[src/core/ccsc_pkg.sv]
// Package: offsets, field positions and reset values of the command/status and class registers
package ccsc_pkg;
  // Register byte offsets
  localparam logic [7:0] CMD_STATUS_OFFSET = 8'h04;
  localparam logic [7:0] CLASS_REV_OFFSET  = 8'h08;
  localparam logic [7:0] IRQ_STATUS_OFFSET = 8'h40;
  localparam logic [7:0] IRQ_ENABLE_OFFSET = 8'h44;
  localparam logic [7:0] IRQ_CLEAR_OFFSET  = 8'h48;
  localparam logic [7:0] HOST_STAT_OFFSET  = 8'h4C;
  // Command/status field positions
  localparam int IO_SPACE_BIT   = 0;
  localparam int MEM_SPACE_BIT  = 1;
  localparam int MASTER_BIT     = 2;
  localparam int PARITY_RSP_BIT = 6;
  localparam int SYSERR_RSP_BIT = 8;
  localparam int CAP_LIST_BIT   = 20;
  localparam int FAST_B2B_BIT   = 23;
  localparam int DPR_BIT        = 24;
  localparam int DEVSEL_LSB     = 25;
  localparam int DEVSEL_MSB     = 26;
  // Host status register system-error flag position
  localparam int HOST_SYSERR_BIT = 13;
  // Constant field values
  localparam logic [1:0] DEVSEL_MEDIUM   = 2'h1;
  localparam logic [7:0] BASE_CLASS_NET  = 8'h02;
  localparam logic [7:0] SUBCLASS_FE     = 8'h00;
  // Command reset values
  localparam logic       MASTER_RESET    = 1'h1;
  localparam logic       PARITY_RESET    = 1'h0;
  // Interrupt event bit positions
  localparam int EV_DPR    = 0;
  localparam int EV_SERR   = 1;
  localparam int EV_HOSTSE = 2;
  localparam int EV_COUNT  = 3;
  // Class register layout
  localparam int CLASS_BASE_LSB = 24;
  localparam int CLASS_SUB_LSB  = 16;
  localparam int CLASS_REV_LSB  = 4;
endpackage

[src/core/ccsc_irq_if.sv]
// Interface carrying event pulses and interrupt control between the bank and the interrupt unit
`timescale 1ns/1ps
interface ccsc_irq_if;
  import ccsc_pkg::*;
  logic [EV_COUNT-1:0] events;
  logic [EV_COUNT-1:0] enable_wr;
  logic [EV_COUNT-1:0] clear_wr;
  logic [31:0]         wdata;
  logic [EV_COUNT-1:0] status;
  logic [EV_COUNT-1:0] enable;
  logic                irq;
  modport bank (output events, output enable_wr, output clear_wr, output wdata,
                input status, input enable, input irq);
  modport unit (input events, input enable_wr, input clear_wr, input wdata,
                output status, output enable, output irq);
endinterface

[src/core/ccsc_bank.sv]
// Configuration command/status and class/revision register bank behind APB
// Function
// - Devsel timing field reads constant 01, medium decode.
// - Data parity reported sets only when PERR was seen, the device was master and parity response on.
// - Fast back-to-back capable bit always reads one.
// - Capabilities-list bit reports whether an extended capability list exists.
// - With system-error response on, an address-phase parity error asserts the system error output.
// - With parity response off (its reset value) data parity errors are ignored; address parity errors still reach the system error output.
// - With parity response on, a detected parity error on parity_err sets host status bit 13.
// - Bus mastering is allowed only while the master enable is one; it resets to one.
// - Memory-space accesses are answered only while memory space enable is one.
// - I/O-space accesses are answered only while I/O space enable is one.
// - Base class field reads as network controller.
// - Subclass field reads as Fast Ethernet controller.
// - Low byte of the class register holds revision and step fields.
//
// The APB register port was decided locally.
`timescale 1ns/1ps
module ccsc_bank
  import ccsc_pkg::*;
#(
  parameter logic [3:0] REVISION = 4'h1,  // Arbitrary value
  parameter logic [3:0] STEP     = 4'h0,  // Arbitrary value
  parameter bit         HAS_CAPS = 1'b1
)
(
  // Clock, reset, enable
  input  wire logic        pclk,
  input  wire logic        presetn,
  input  wire logic        clk_en,
  // APB slave
  input  wire logic        psel,
  input  wire logic        penable,
  input  wire logic        pwrite,
  input  wire logic [7:0]  paddr,
  input  wire logic [31:0] pwdata,
  output logic      [31:0] prdata,
  output logic             pready,
  output logic             pslverr,
  // Bus-side events
  input  wire logic        perr_seen,
  input  wire logic        master_active,
  input  wire logic        addr_parity_err,
  input  wire logic        parity_err,
  input  wire logic        mem_access,
  input  wire logic        io_access,
  input  wire logic        master_request,
  // Enables and indications toward the core
  output logic             mem_respond,
  output logic             io_respond,
  output logic             master_grant_ok,
  output logic             serr_assert,
  output logic             host_syserr,
  output logic             irq
);
  typedef struct packed {
    logic        syserr_response_enable;
    logic        parity_response_enable;
    logic        bus_master_enable;
    logic        memory_space_enable;
    logic        io_space_enable;
    logic        data_parity_reported;
    logic        host_syserr;
    logic        serr;
    logic [31:0] rdata;
    logic        slverr;
  } ccsc_bank_state_type;
  ccsc_bank_state_type state;
  ccsc_bank_state_type next_state;

  // Layout guard: every read view must fit one 32-bit word
  if (EV_COUNT < 1 || EV_COUNT > 32 || HOST_SYSERR_BIT > 31) begin : g_bad_layout
    $error("register layout does not fit one word");
  end

  ccsc_irq_if irq_bus ();
  logic        wr_acc;
  logic        rd_acc;
  logic        dpr_event;
  logic        serr_event;
  logic        hse_event;
  logic [31:0] cmd_word;
  logic [31:0] class_word;

  // Single-cycle access phase, answered at once
  assign wr_acc = psel && penable && pwrite && clk_en;
  assign rd_acc = psel && !penable && !pwrite;

  // Event qualifiers
  assign dpr_event  = perr_seen && master_active && state.parity_response_enable;
  assign serr_event = addr_parity_err && state.syserr_response_enable;
  assign hse_event  = parity_err && state.parity_response_enable;

  // Read views; unlisted bits stay zero
  always_comb begin
    cmd_word = '0;
    cmd_word[DEVSEL_MSB:DEVSEL_LSB] = DEVSEL_MEDIUM;
    cmd_word[DPR_BIT]        = state.data_parity_reported;
    cmd_word[FAST_B2B_BIT]   = 1'b1;
    cmd_word[CAP_LIST_BIT]   = HAS_CAPS;
    cmd_word[SYSERR_RSP_BIT] = state.syserr_response_enable;
    cmd_word[PARITY_RSP_BIT] = state.parity_response_enable;
    cmd_word[MASTER_BIT]     = state.bus_master_enable;
    cmd_word[MEM_SPACE_BIT]  = state.memory_space_enable;
    cmd_word[IO_SPACE_BIT]   = state.io_space_enable;
    class_word = '0;
    class_word[CLASS_BASE_LSB +: 8] = BASE_CLASS_NET;
    class_word[CLASS_SUB_LSB +: 8]  = SUBCLASS_FE;
    class_word[CLASS_REV_LSB +: 4]  = REVISION;
    class_word[3:0]                 = STEP;
  end

  // Register writes, read capture and flag update
  always_comb begin
    next_state = state;
    next_state.serr = serr_event;
    if (wr_acc && paddr == CMD_STATUS_OFFSET) begin
      // Only command bits are writable; of the rest only the reported flag reacts, as write one to clear
      next_state.syserr_response_enable = pwdata[SYSERR_RSP_BIT];
      next_state.parity_response_enable = pwdata[PARITY_RSP_BIT];
      next_state.bus_master_enable      = pwdata[MASTER_BIT];
      next_state.memory_space_enable    = pwdata[MEM_SPACE_BIT];
      next_state.io_space_enable        = pwdata[IO_SPACE_BIT];
      // Write one clears the reported flag
      if (pwdata[DPR_BIT]) begin
        next_state.data_parity_reported = 1'b0;
      end
    end
    if (wr_acc && paddr == HOST_STAT_OFFSET && pwdata[HOST_SYSERR_BIT]) begin
      next_state.host_syserr = 1'b0;
    end
    // Sets win over a same-cycle clear
    if (dpr_event) begin
      next_state.data_parity_reported = 1'b1;
    end
    if (hse_event) begin
      next_state.host_syserr = 1'b1;
    end
    if (rd_acc) begin
      next_state.slverr = 1'b0;
      unique case (paddr)
        CMD_STATUS_OFFSET: next_state.rdata = cmd_word;
        CLASS_REV_OFFSET:  next_state.rdata = class_word;
        IRQ_STATUS_OFFSET: next_state.rdata = {{(32-EV_COUNT){1'b0}}, irq_bus.status};
        IRQ_ENABLE_OFFSET: next_state.rdata = {{(32-EV_COUNT){1'b0}}, irq_bus.enable};
        HOST_STAT_OFFSET:  next_state.rdata = 32'(state.host_syserr) << HOST_SYSERR_BIT;
        IRQ_CLEAR_OFFSET:  next_state.rdata = '0;
        default: begin
          // Unmapped read answers zero with an error
          next_state.rdata  = '0;
          next_state.slverr = 1'b1;
        end
      endcase
    end
  end

  // State register
  always_ff @(posedge pclk or negedge presetn) begin
    if (!presetn) begin
      state                        <= '0;
      state.bus_master_enable      <= MASTER_RESET;
      state.parity_response_enable <= PARITY_RESET;
    end else if (clk_en) begin
      state <= next_state;
    end
  end

  // Interrupt unit hookup
  assign irq_bus.events    = {hse_event, serr_event, dpr_event};
  assign irq_bus.enable_wr = {EV_COUNT{wr_acc && paddr == IRQ_ENABLE_OFFSET}};
  assign irq_bus.clear_wr  = {EV_COUNT{wr_acc && paddr == IRQ_CLEAR_OFFSET}};
  assign irq_bus.wdata     = pwdata;

  ccsc_irq_unit u_irq (
    .pclk    (pclk),
    .presetn (presetn),
    .clk_en  (clk_en),
    .irq_bus (irq_bus.unit)
  );

  // Write errors on unmapped addresses are flagged combinationally; read-only class and status offsets are accepted
  function automatic logic wr_bad(input logic [7:0] a);
    wr_bad = !(a == CMD_STATUS_OFFSET || a == CLASS_REV_OFFSET || a == IRQ_ENABLE_OFFSET ||
               a == IRQ_CLEAR_OFFSET || a == HOST_STAT_OFFSET || a == IRQ_STATUS_OFFSET);
  endfunction

  // APB answer: always ready in the access phase
  assign pready  = 1'b1;
  assign prdata  = state.rdata;
  assign pslverr = psel && penable && (pwrite ? wr_bad(paddr) : state.slverr);

  // Gated enables toward the core
  assign mem_respond     = mem_access && state.memory_space_enable;
  assign io_respond      = io_access && state.io_space_enable;
  assign master_grant_ok = master_request && state.bus_master_enable;
  assign serr_assert     = state.serr;
  assign host_syserr     = state.host_syserr;
  assign irq             = irq_bus.irq;
endmodule

[src/core/ccsc_irq_unit.sv]
// Sticky event status with enable mask and level interrupt
`timescale 1ns/1ps
module ccsc_irq_unit
  import ccsc_pkg::*;
(
  // Clock and reset
  input wire logic pclk,
  input wire logic presetn,
  input wire logic clk_en,
  // Bank side
  ccsc_irq_if.unit irq_bus
);
  typedef struct packed {
    logic [EV_COUNT-1:0] status;
    logic [EV_COUNT-1:0] enable;
  } ccsc_irq_state_type;
  ccsc_irq_state_type state;
  ccsc_irq_state_type next_state;

  // Set wins over a same-cycle clear so no event is lost
  always_comb begin
    next_state = state;
    if (irq_bus.enable_wr[0]) begin
      next_state.enable = irq_bus.wdata[EV_COUNT-1:0];
    end
    if (irq_bus.clear_wr[0]) begin
      next_state.status = state.status & ~irq_bus.wdata[EV_COUNT-1:0];
    end
    next_state.status = next_state.status | irq_bus.events;
  end

  // State register
  always_ff @(posedge pclk or negedge presetn) begin
    if (!presetn) begin
      state <= '0;
    end else if (clk_en) begin
      state <= next_state;
    end
  end

  // Outputs
  assign irq_bus.status = state.status;
  assign irq_bus.enable = state.enable;
  assign irq_bus.irq    = |(state.status & state.enable);
endmodule

[config.mk]
export PLATFORM = sky130hd
export DESIGN_NAME = ccsc_bank
export DESIGN_NICKNAME = d
export VERILOG_FILES = /design/src/core/ccsc_pkg.sv /design/src/core/ccsc_irq_if.sv /design/src/core/ccsc_bank.sv /design/src/core/ccsc_irq_unit.sv
export SDC_FILE = /design/constraint.sdc
export NUM_CORES = 1
export LEC_CHECK = 0
export CORE_MARGIN = 10
export CORE_UTILIZATION = 56
export CTS_CLUSTER_DIAMETER = 100
export DETAILED_ROUTE_END_ITERATION = 12
export DONT_BUFFER_PORTS = 1
export PLACE_DENSITY = 0.8
export SETUP_SLACK_MARGIN = 0.3
export SLEW_MARGIN = 20
export SYNTH_ARGS = -nofsm -noshare
export SYNTH_HDL_FRONTEND = slang
export SYNTH_SLANG_ARGS = --single-unit
[constraint.sdc]
create_clock -name pclk -period 1.2 [get_ports pclk]
set_input_delay 0.12 -clock pclk [delete_from_list [all_inputs] [get_ports pclk]]
set_output_delay 0.12 -clock pclk [all_outputs]
set_load 0.01 [all_outputs]
-- Word level (Yosys, flattened, before mapping)
Cells that the tools add are included.
- equality and inequality tests: 6
- muxes and demuxes: 9
- bitwise operators: 4
- reductions and logical operators: 36
- operators by type and width (cell ; count):
    $pmux W26 S5 ; 1
    $eq A8 B7 Y1 const B ; 4
    $logic_and A1 B1 Y1 ; 18
    $eq A8 B3 Y1 const B ; 1
    $eq A8 B4 Y1 const B ; 1
    $reduce_and A2 Y1 ; 4
    $mux W1 ; 7
    $and A3 B3 Y3 ; 2
    $reduce_bool A2 Y1 ; 3
    $reduce_or A6 Y1 ; 1
    $logic_or A1 B1 Y1 ; 5
    $logic_not A1 Y1 ; 3
    $mux W3 ; 1
    $not A3 Y3 ; 1
    $or A3 B3 Y3 ; 1
    $reduce_and A3 Y1 ; 1
    $reduce_or A3 Y1 ; 1
- flip-flop bits (word level): 47
- input port bits: 53
- output and inout bits: 40
- logic and storage cells: 67

-- Depth between registers and ports, before layout
- depth after elaboration: 9
- depth in mapped cells: 5

-- Hierarchy
Synthesis repeated with hierarchy kept, for this count alone.
- cells, all modules: 155
- area total of the unflattened synthesis: 1547.7 µm²
- by module, submodules not included (module ; instances ; cells an instance ; area each (µm²)):
    ccsc_bank ; 1 ; 137 ; 1298.7
    ccsc_irq_unit ; 1 ; 18 ; 249.0

-- Least setup slack after synthesis
No wires, ideal clock.
- kind: in2reg
- start point: in paddr[5]
- end point: reg state, in the netlist cmd_word[0]
- arrival: 1.543 ns
- required time: 1.075 ns
- slack: -0.467 ns
- stages: 4
- cells stage by stage: or4_1 > buf_2 > nor4_4 > mux2_2
- word-level cells in the longest chain between the ends: 3
- ends and longest elaborated chain (what ; line ; text):
    from (decl) ; ccsc_bank.sv:35 ; input wire logic [7:0] paddr,
    $eq A8 B3 Y1 ; ccsc_bank.sv:117 ; if (wr_acc && paddr == CMD_STATUS_OFFSET) begin
    $logic_and A1 B1 Y1 ; ccsc_bank.sv:117 ;
    $reduce_and A2 Y1 (no line) ; -- ;
    to (signal assigned) ; ccsc_bank.sv:164 ; state <= next_state;
    to (decl) ; ccsc_bank.sv:68 ; ccsc_bank_state_type state;
No other way between the ends.
A chain may end at the register's enable or synchronous reset.

-- Final worst setup path
- start point: reg u_irq.state, in the netlist u_irq.irq_bus.enable[2]
- end point: out irq
- word-level cells in the longest chain between the ends: 2
- ends and longest elaborated chain (what ; line ; text):
    from (decl) ; ccsc_irq_unit.sv:17 ; ccsc_irq_state_type state;
    from (signal assigned) ; ccsc_irq_unit.sv:37 ; state <= next_state;
    $and A3 B3 Y3 ; ccsc_irq_unit.sv:44 ; assign irq_bus.irq = |(state.status & state.enable);
    $reduce_or A3 Y1 ; ccsc_irq_unit.sv:44 ;
    to (decl) ; ccsc_bank.sv:54 ; output logic irq
No other way between the ends.

==> impl_metrics.ini <==
[sta]
fin_ws_ps = -237
setup_viol = 11
period_needed_ps = 1440
slew_viol_final = 0
rsz0062_at_grt = true
hold_viol = 12
whs_ps = -47.5
fin_crit_sh_pct = 120
fmax_mhz = 696
fin_worst_skew_ps = 8.46

[global_routing]
antenna_found_initial = 0
grt_pass1_vias = 1272
grt_usage_pct = 15.7
grt_overflow = 0
grt_pass1_wl_microns = 6750
grt_max_degree = 26

[pwr]
power.density_nw_per_um2 = 785
vdd.ir_drop.worst_mv = 0.816
power_leakage_uw = 0.000847

[min_path]
min_path_type = input port to flop

[synth]
yosysSeqAreaShare_pct = 41.4
synth_top_cell_by_area = dfrtp_1
synth_area_per_cell_sq_um = 9.84
ys_warn_count = 0
syn-cell-area_sq_um = 1520
synthCells = 154
yosysTopAreaCellShare_pct = 39.6
synth_area_leaders = dfrtp_1, buf_4, mux2_2
synth_seq_cells = 25
synth_cell_types = 37

[job]
cap_violations = 0

[placement]
routabilityCongestion = 0.849
port_buffers = 0
place_hpwl_microns = 2780
postPlaceCellArea_sq_um = 1450

[route]
route.met3.wl_microns = 422
route.met2.wl_microns = 2070
drc = 0
ant_nets = 0
wirelength_microns = 4100
m1WireLength_microns = 1580
via_per_inst = 5.93
drt_first_iter_violations = 112
highest_layer = met4
first_pass_iters = 4
wire_per_inst_microns = 20.5
num_vias = 1185

[critical_path]
cpLargestDelayFamily = flip-flops
worstPathMaxFanout = 2
r2r-end = prdata[2]
crit_buf_inv = 1
max_stage_delay_ps = 430
cp_slowest_cell = dfrtp_1
cp_cell_sequence = a222oi_1, inv_1
cp.required_ps = 1080
r2r_setup_slack_ps = -220
crit_start = u_irq.irq_bus.enable[2]
arrival_ps = 1320
critPathLaunchType = flop
crit_end = irq
r2r_start = u_irq.irq_bus.enable[2]
endpoint_kind = output pin
reg2reg_depth = 7
path_class = flop to output pin
crit_cells = 2

[clock_tree]
clock_path_buffers = 2
cts_tree = yes
cts-root-buf = clkbuf_4
clk_pin_slew_ps = 140
cts.sinks = 25
hold_buffers = 16
htree_levels = 1
clkLatencyLatePin_ps = 330
cts-buffers-inserted = 3

[outcome]
violations = negative hold slack, negative setup slack
status = complete, but fails checks

[finish]
num-fill-cells = 160
drive_above_1_share_pct = 34.1
finalNetCount = 224
post-route-util_pct = 75.0
final_area_sq_um = 1890
num_antenna_cells = 0
area_growth_pct = 24.8

[floorplan]
die_y_microns = 72.0
die_w_microns = 72.0
coreArea_sq_um = 2520
io-pin-count = 93
rows = 18
start_util_pct = 60.1
die-area_sq_um = 5190
## worst reg2reg max path: stages (launching register included)
cell     delay, ps
dfrtp_1        430
buf_4          140
buf_6          100
buf_6          100
buf_6          100
mux2_4         250
a22oi_2        120
o21ai_1         70
## cell usage in the layout (no fill, tap or decap), types with 2 or more instances in the layout
cell type / n
buf_4: 9
dlymetal6s4s_1: 2
nand3_1: 4
mux2_4: 11
dfrtp_1: 23
nand4_1: 4
o41ai_2: 2
buf_6: 7
clkbuf_4: 3
nor2_1: 3
inv_1: 4
dlygate4sd3_1: 13
o21ai_1: 9
conb_1: 22
nand4b_1: 2
nor4_4: 5
a31oi_1: 5
nand2_1: 14
and2_4: 3
a22oi_2: 3
## synth_stat cells
library cell and instances:
a211oi_1 1, a21oi_1 1, a222oi_1 1, a22oi_1 3
a31oi_1 6, and2_1 3, and4_1 1, buf_1 1
buf_2 2, buf_4 33, clkbuf_1 3, clkdlybuf4s15_1 1
conb_1 2, dfrtp_1 24, dfstp_2 1, inv_1 4
mux2_2 11, nand2_1 14, nand2b_1 1, nand3_1 5
nand4_1 4, nand4b_1 2, nand4bb_1 1, nor2_1 3
nor2b_1 1, nor4_1 3, nor4_4 2, nor4bb_1 1
o2111ai_1 1, o211ai_1 1, o21ai_0 10, o31ai_1 1
o41ai_1 2, or2_2 1, or3b_2 1, or4_1 1
xnor2_1 1
## timing repair
action                                 in CTS  in global routing
endpoints found under the hold margin      49                 11
setup endpoints to repair                  28                 42
pin swaps                                  13                  9
resized for setup                          27                  8
setup buffers                               9                  3
## logic make-up after synthesis
| kind of cell | share of synthesized area, % |
|---|---|
| AO/OA/AOI/OAI | 11.5 |
| XOR/XNOR | 0.578 |
| buffers and inverters | 19.7 |
| flip-flops | 41.4 |
| multiplexers | 8.18 |
| other | 0.496 |
| AND/OR/NAND/NOR | 18.3 |
## how the worst min path moves through the flow
| stage | end | from | depth (start not counted) |
|---|---|---|---|
| 4_1_cts | state[0] | paddr[7] | 2 |
| 2_1_floorplan | cmd_word[0] | presetn | 0 |
| 3_3_place_gp | prdata[13] | presetn | 0 |
| 6_report | host_syserr | paddr[7] | 2 |
| 3_5_place_dp | prdata[4] | presetn | 0 |
| 5_1_grt | state[0] | paddr[7] | 2 |
## through the flow
step                setup TNS [ps]  power [uW]  setup WS, ps  cells
floorplan                    -5100        1060          -449    174
global placement             -5810         988          -390    168
detailed placement           -5930         991          -420    168
CTS                           -872        1460          -174    197
global route                 -1340        1530          -314    200
finish                        -935        1480          -237    200
## sequential cells by signal, summed over array words and instances (netlist names)
signal and cells:
serr_assert 1, host_syserr 1, u_irq.irq_bus.status 3, prdata 10, state 1, u_irq.irq_bus.enable 3
cmd_word 6
## layout make-up
class	instances	area, sq um	share of cell area, %
multi-input combinational	105	861	45.5
sequential	25	628	33.2
timing repair buffer	32	322	17.0
tap	30	37.5	1.99
clock buffer	3	22.5	1.19
inverter	4	15.0	0.794
clock inverter	1	5.00	0.265
## where the power goes
part / total, uW / internal (uW) / switching, uW
combinational: 226 / 99.8 / 126
clock: 387 / 125 / 262
sequential: 871 / 859 / 12.3
## layer usage
layer | global-route usage, % | up-vias
met5 | 0 | -
li1 | - | 525
met2 | 28.1 | 56
met4 | 1.29 | 0
met3 | 6.67 | 2
met1 | 17.3 | 602
No activity file was read; power rests on OpenSTA's default activity.
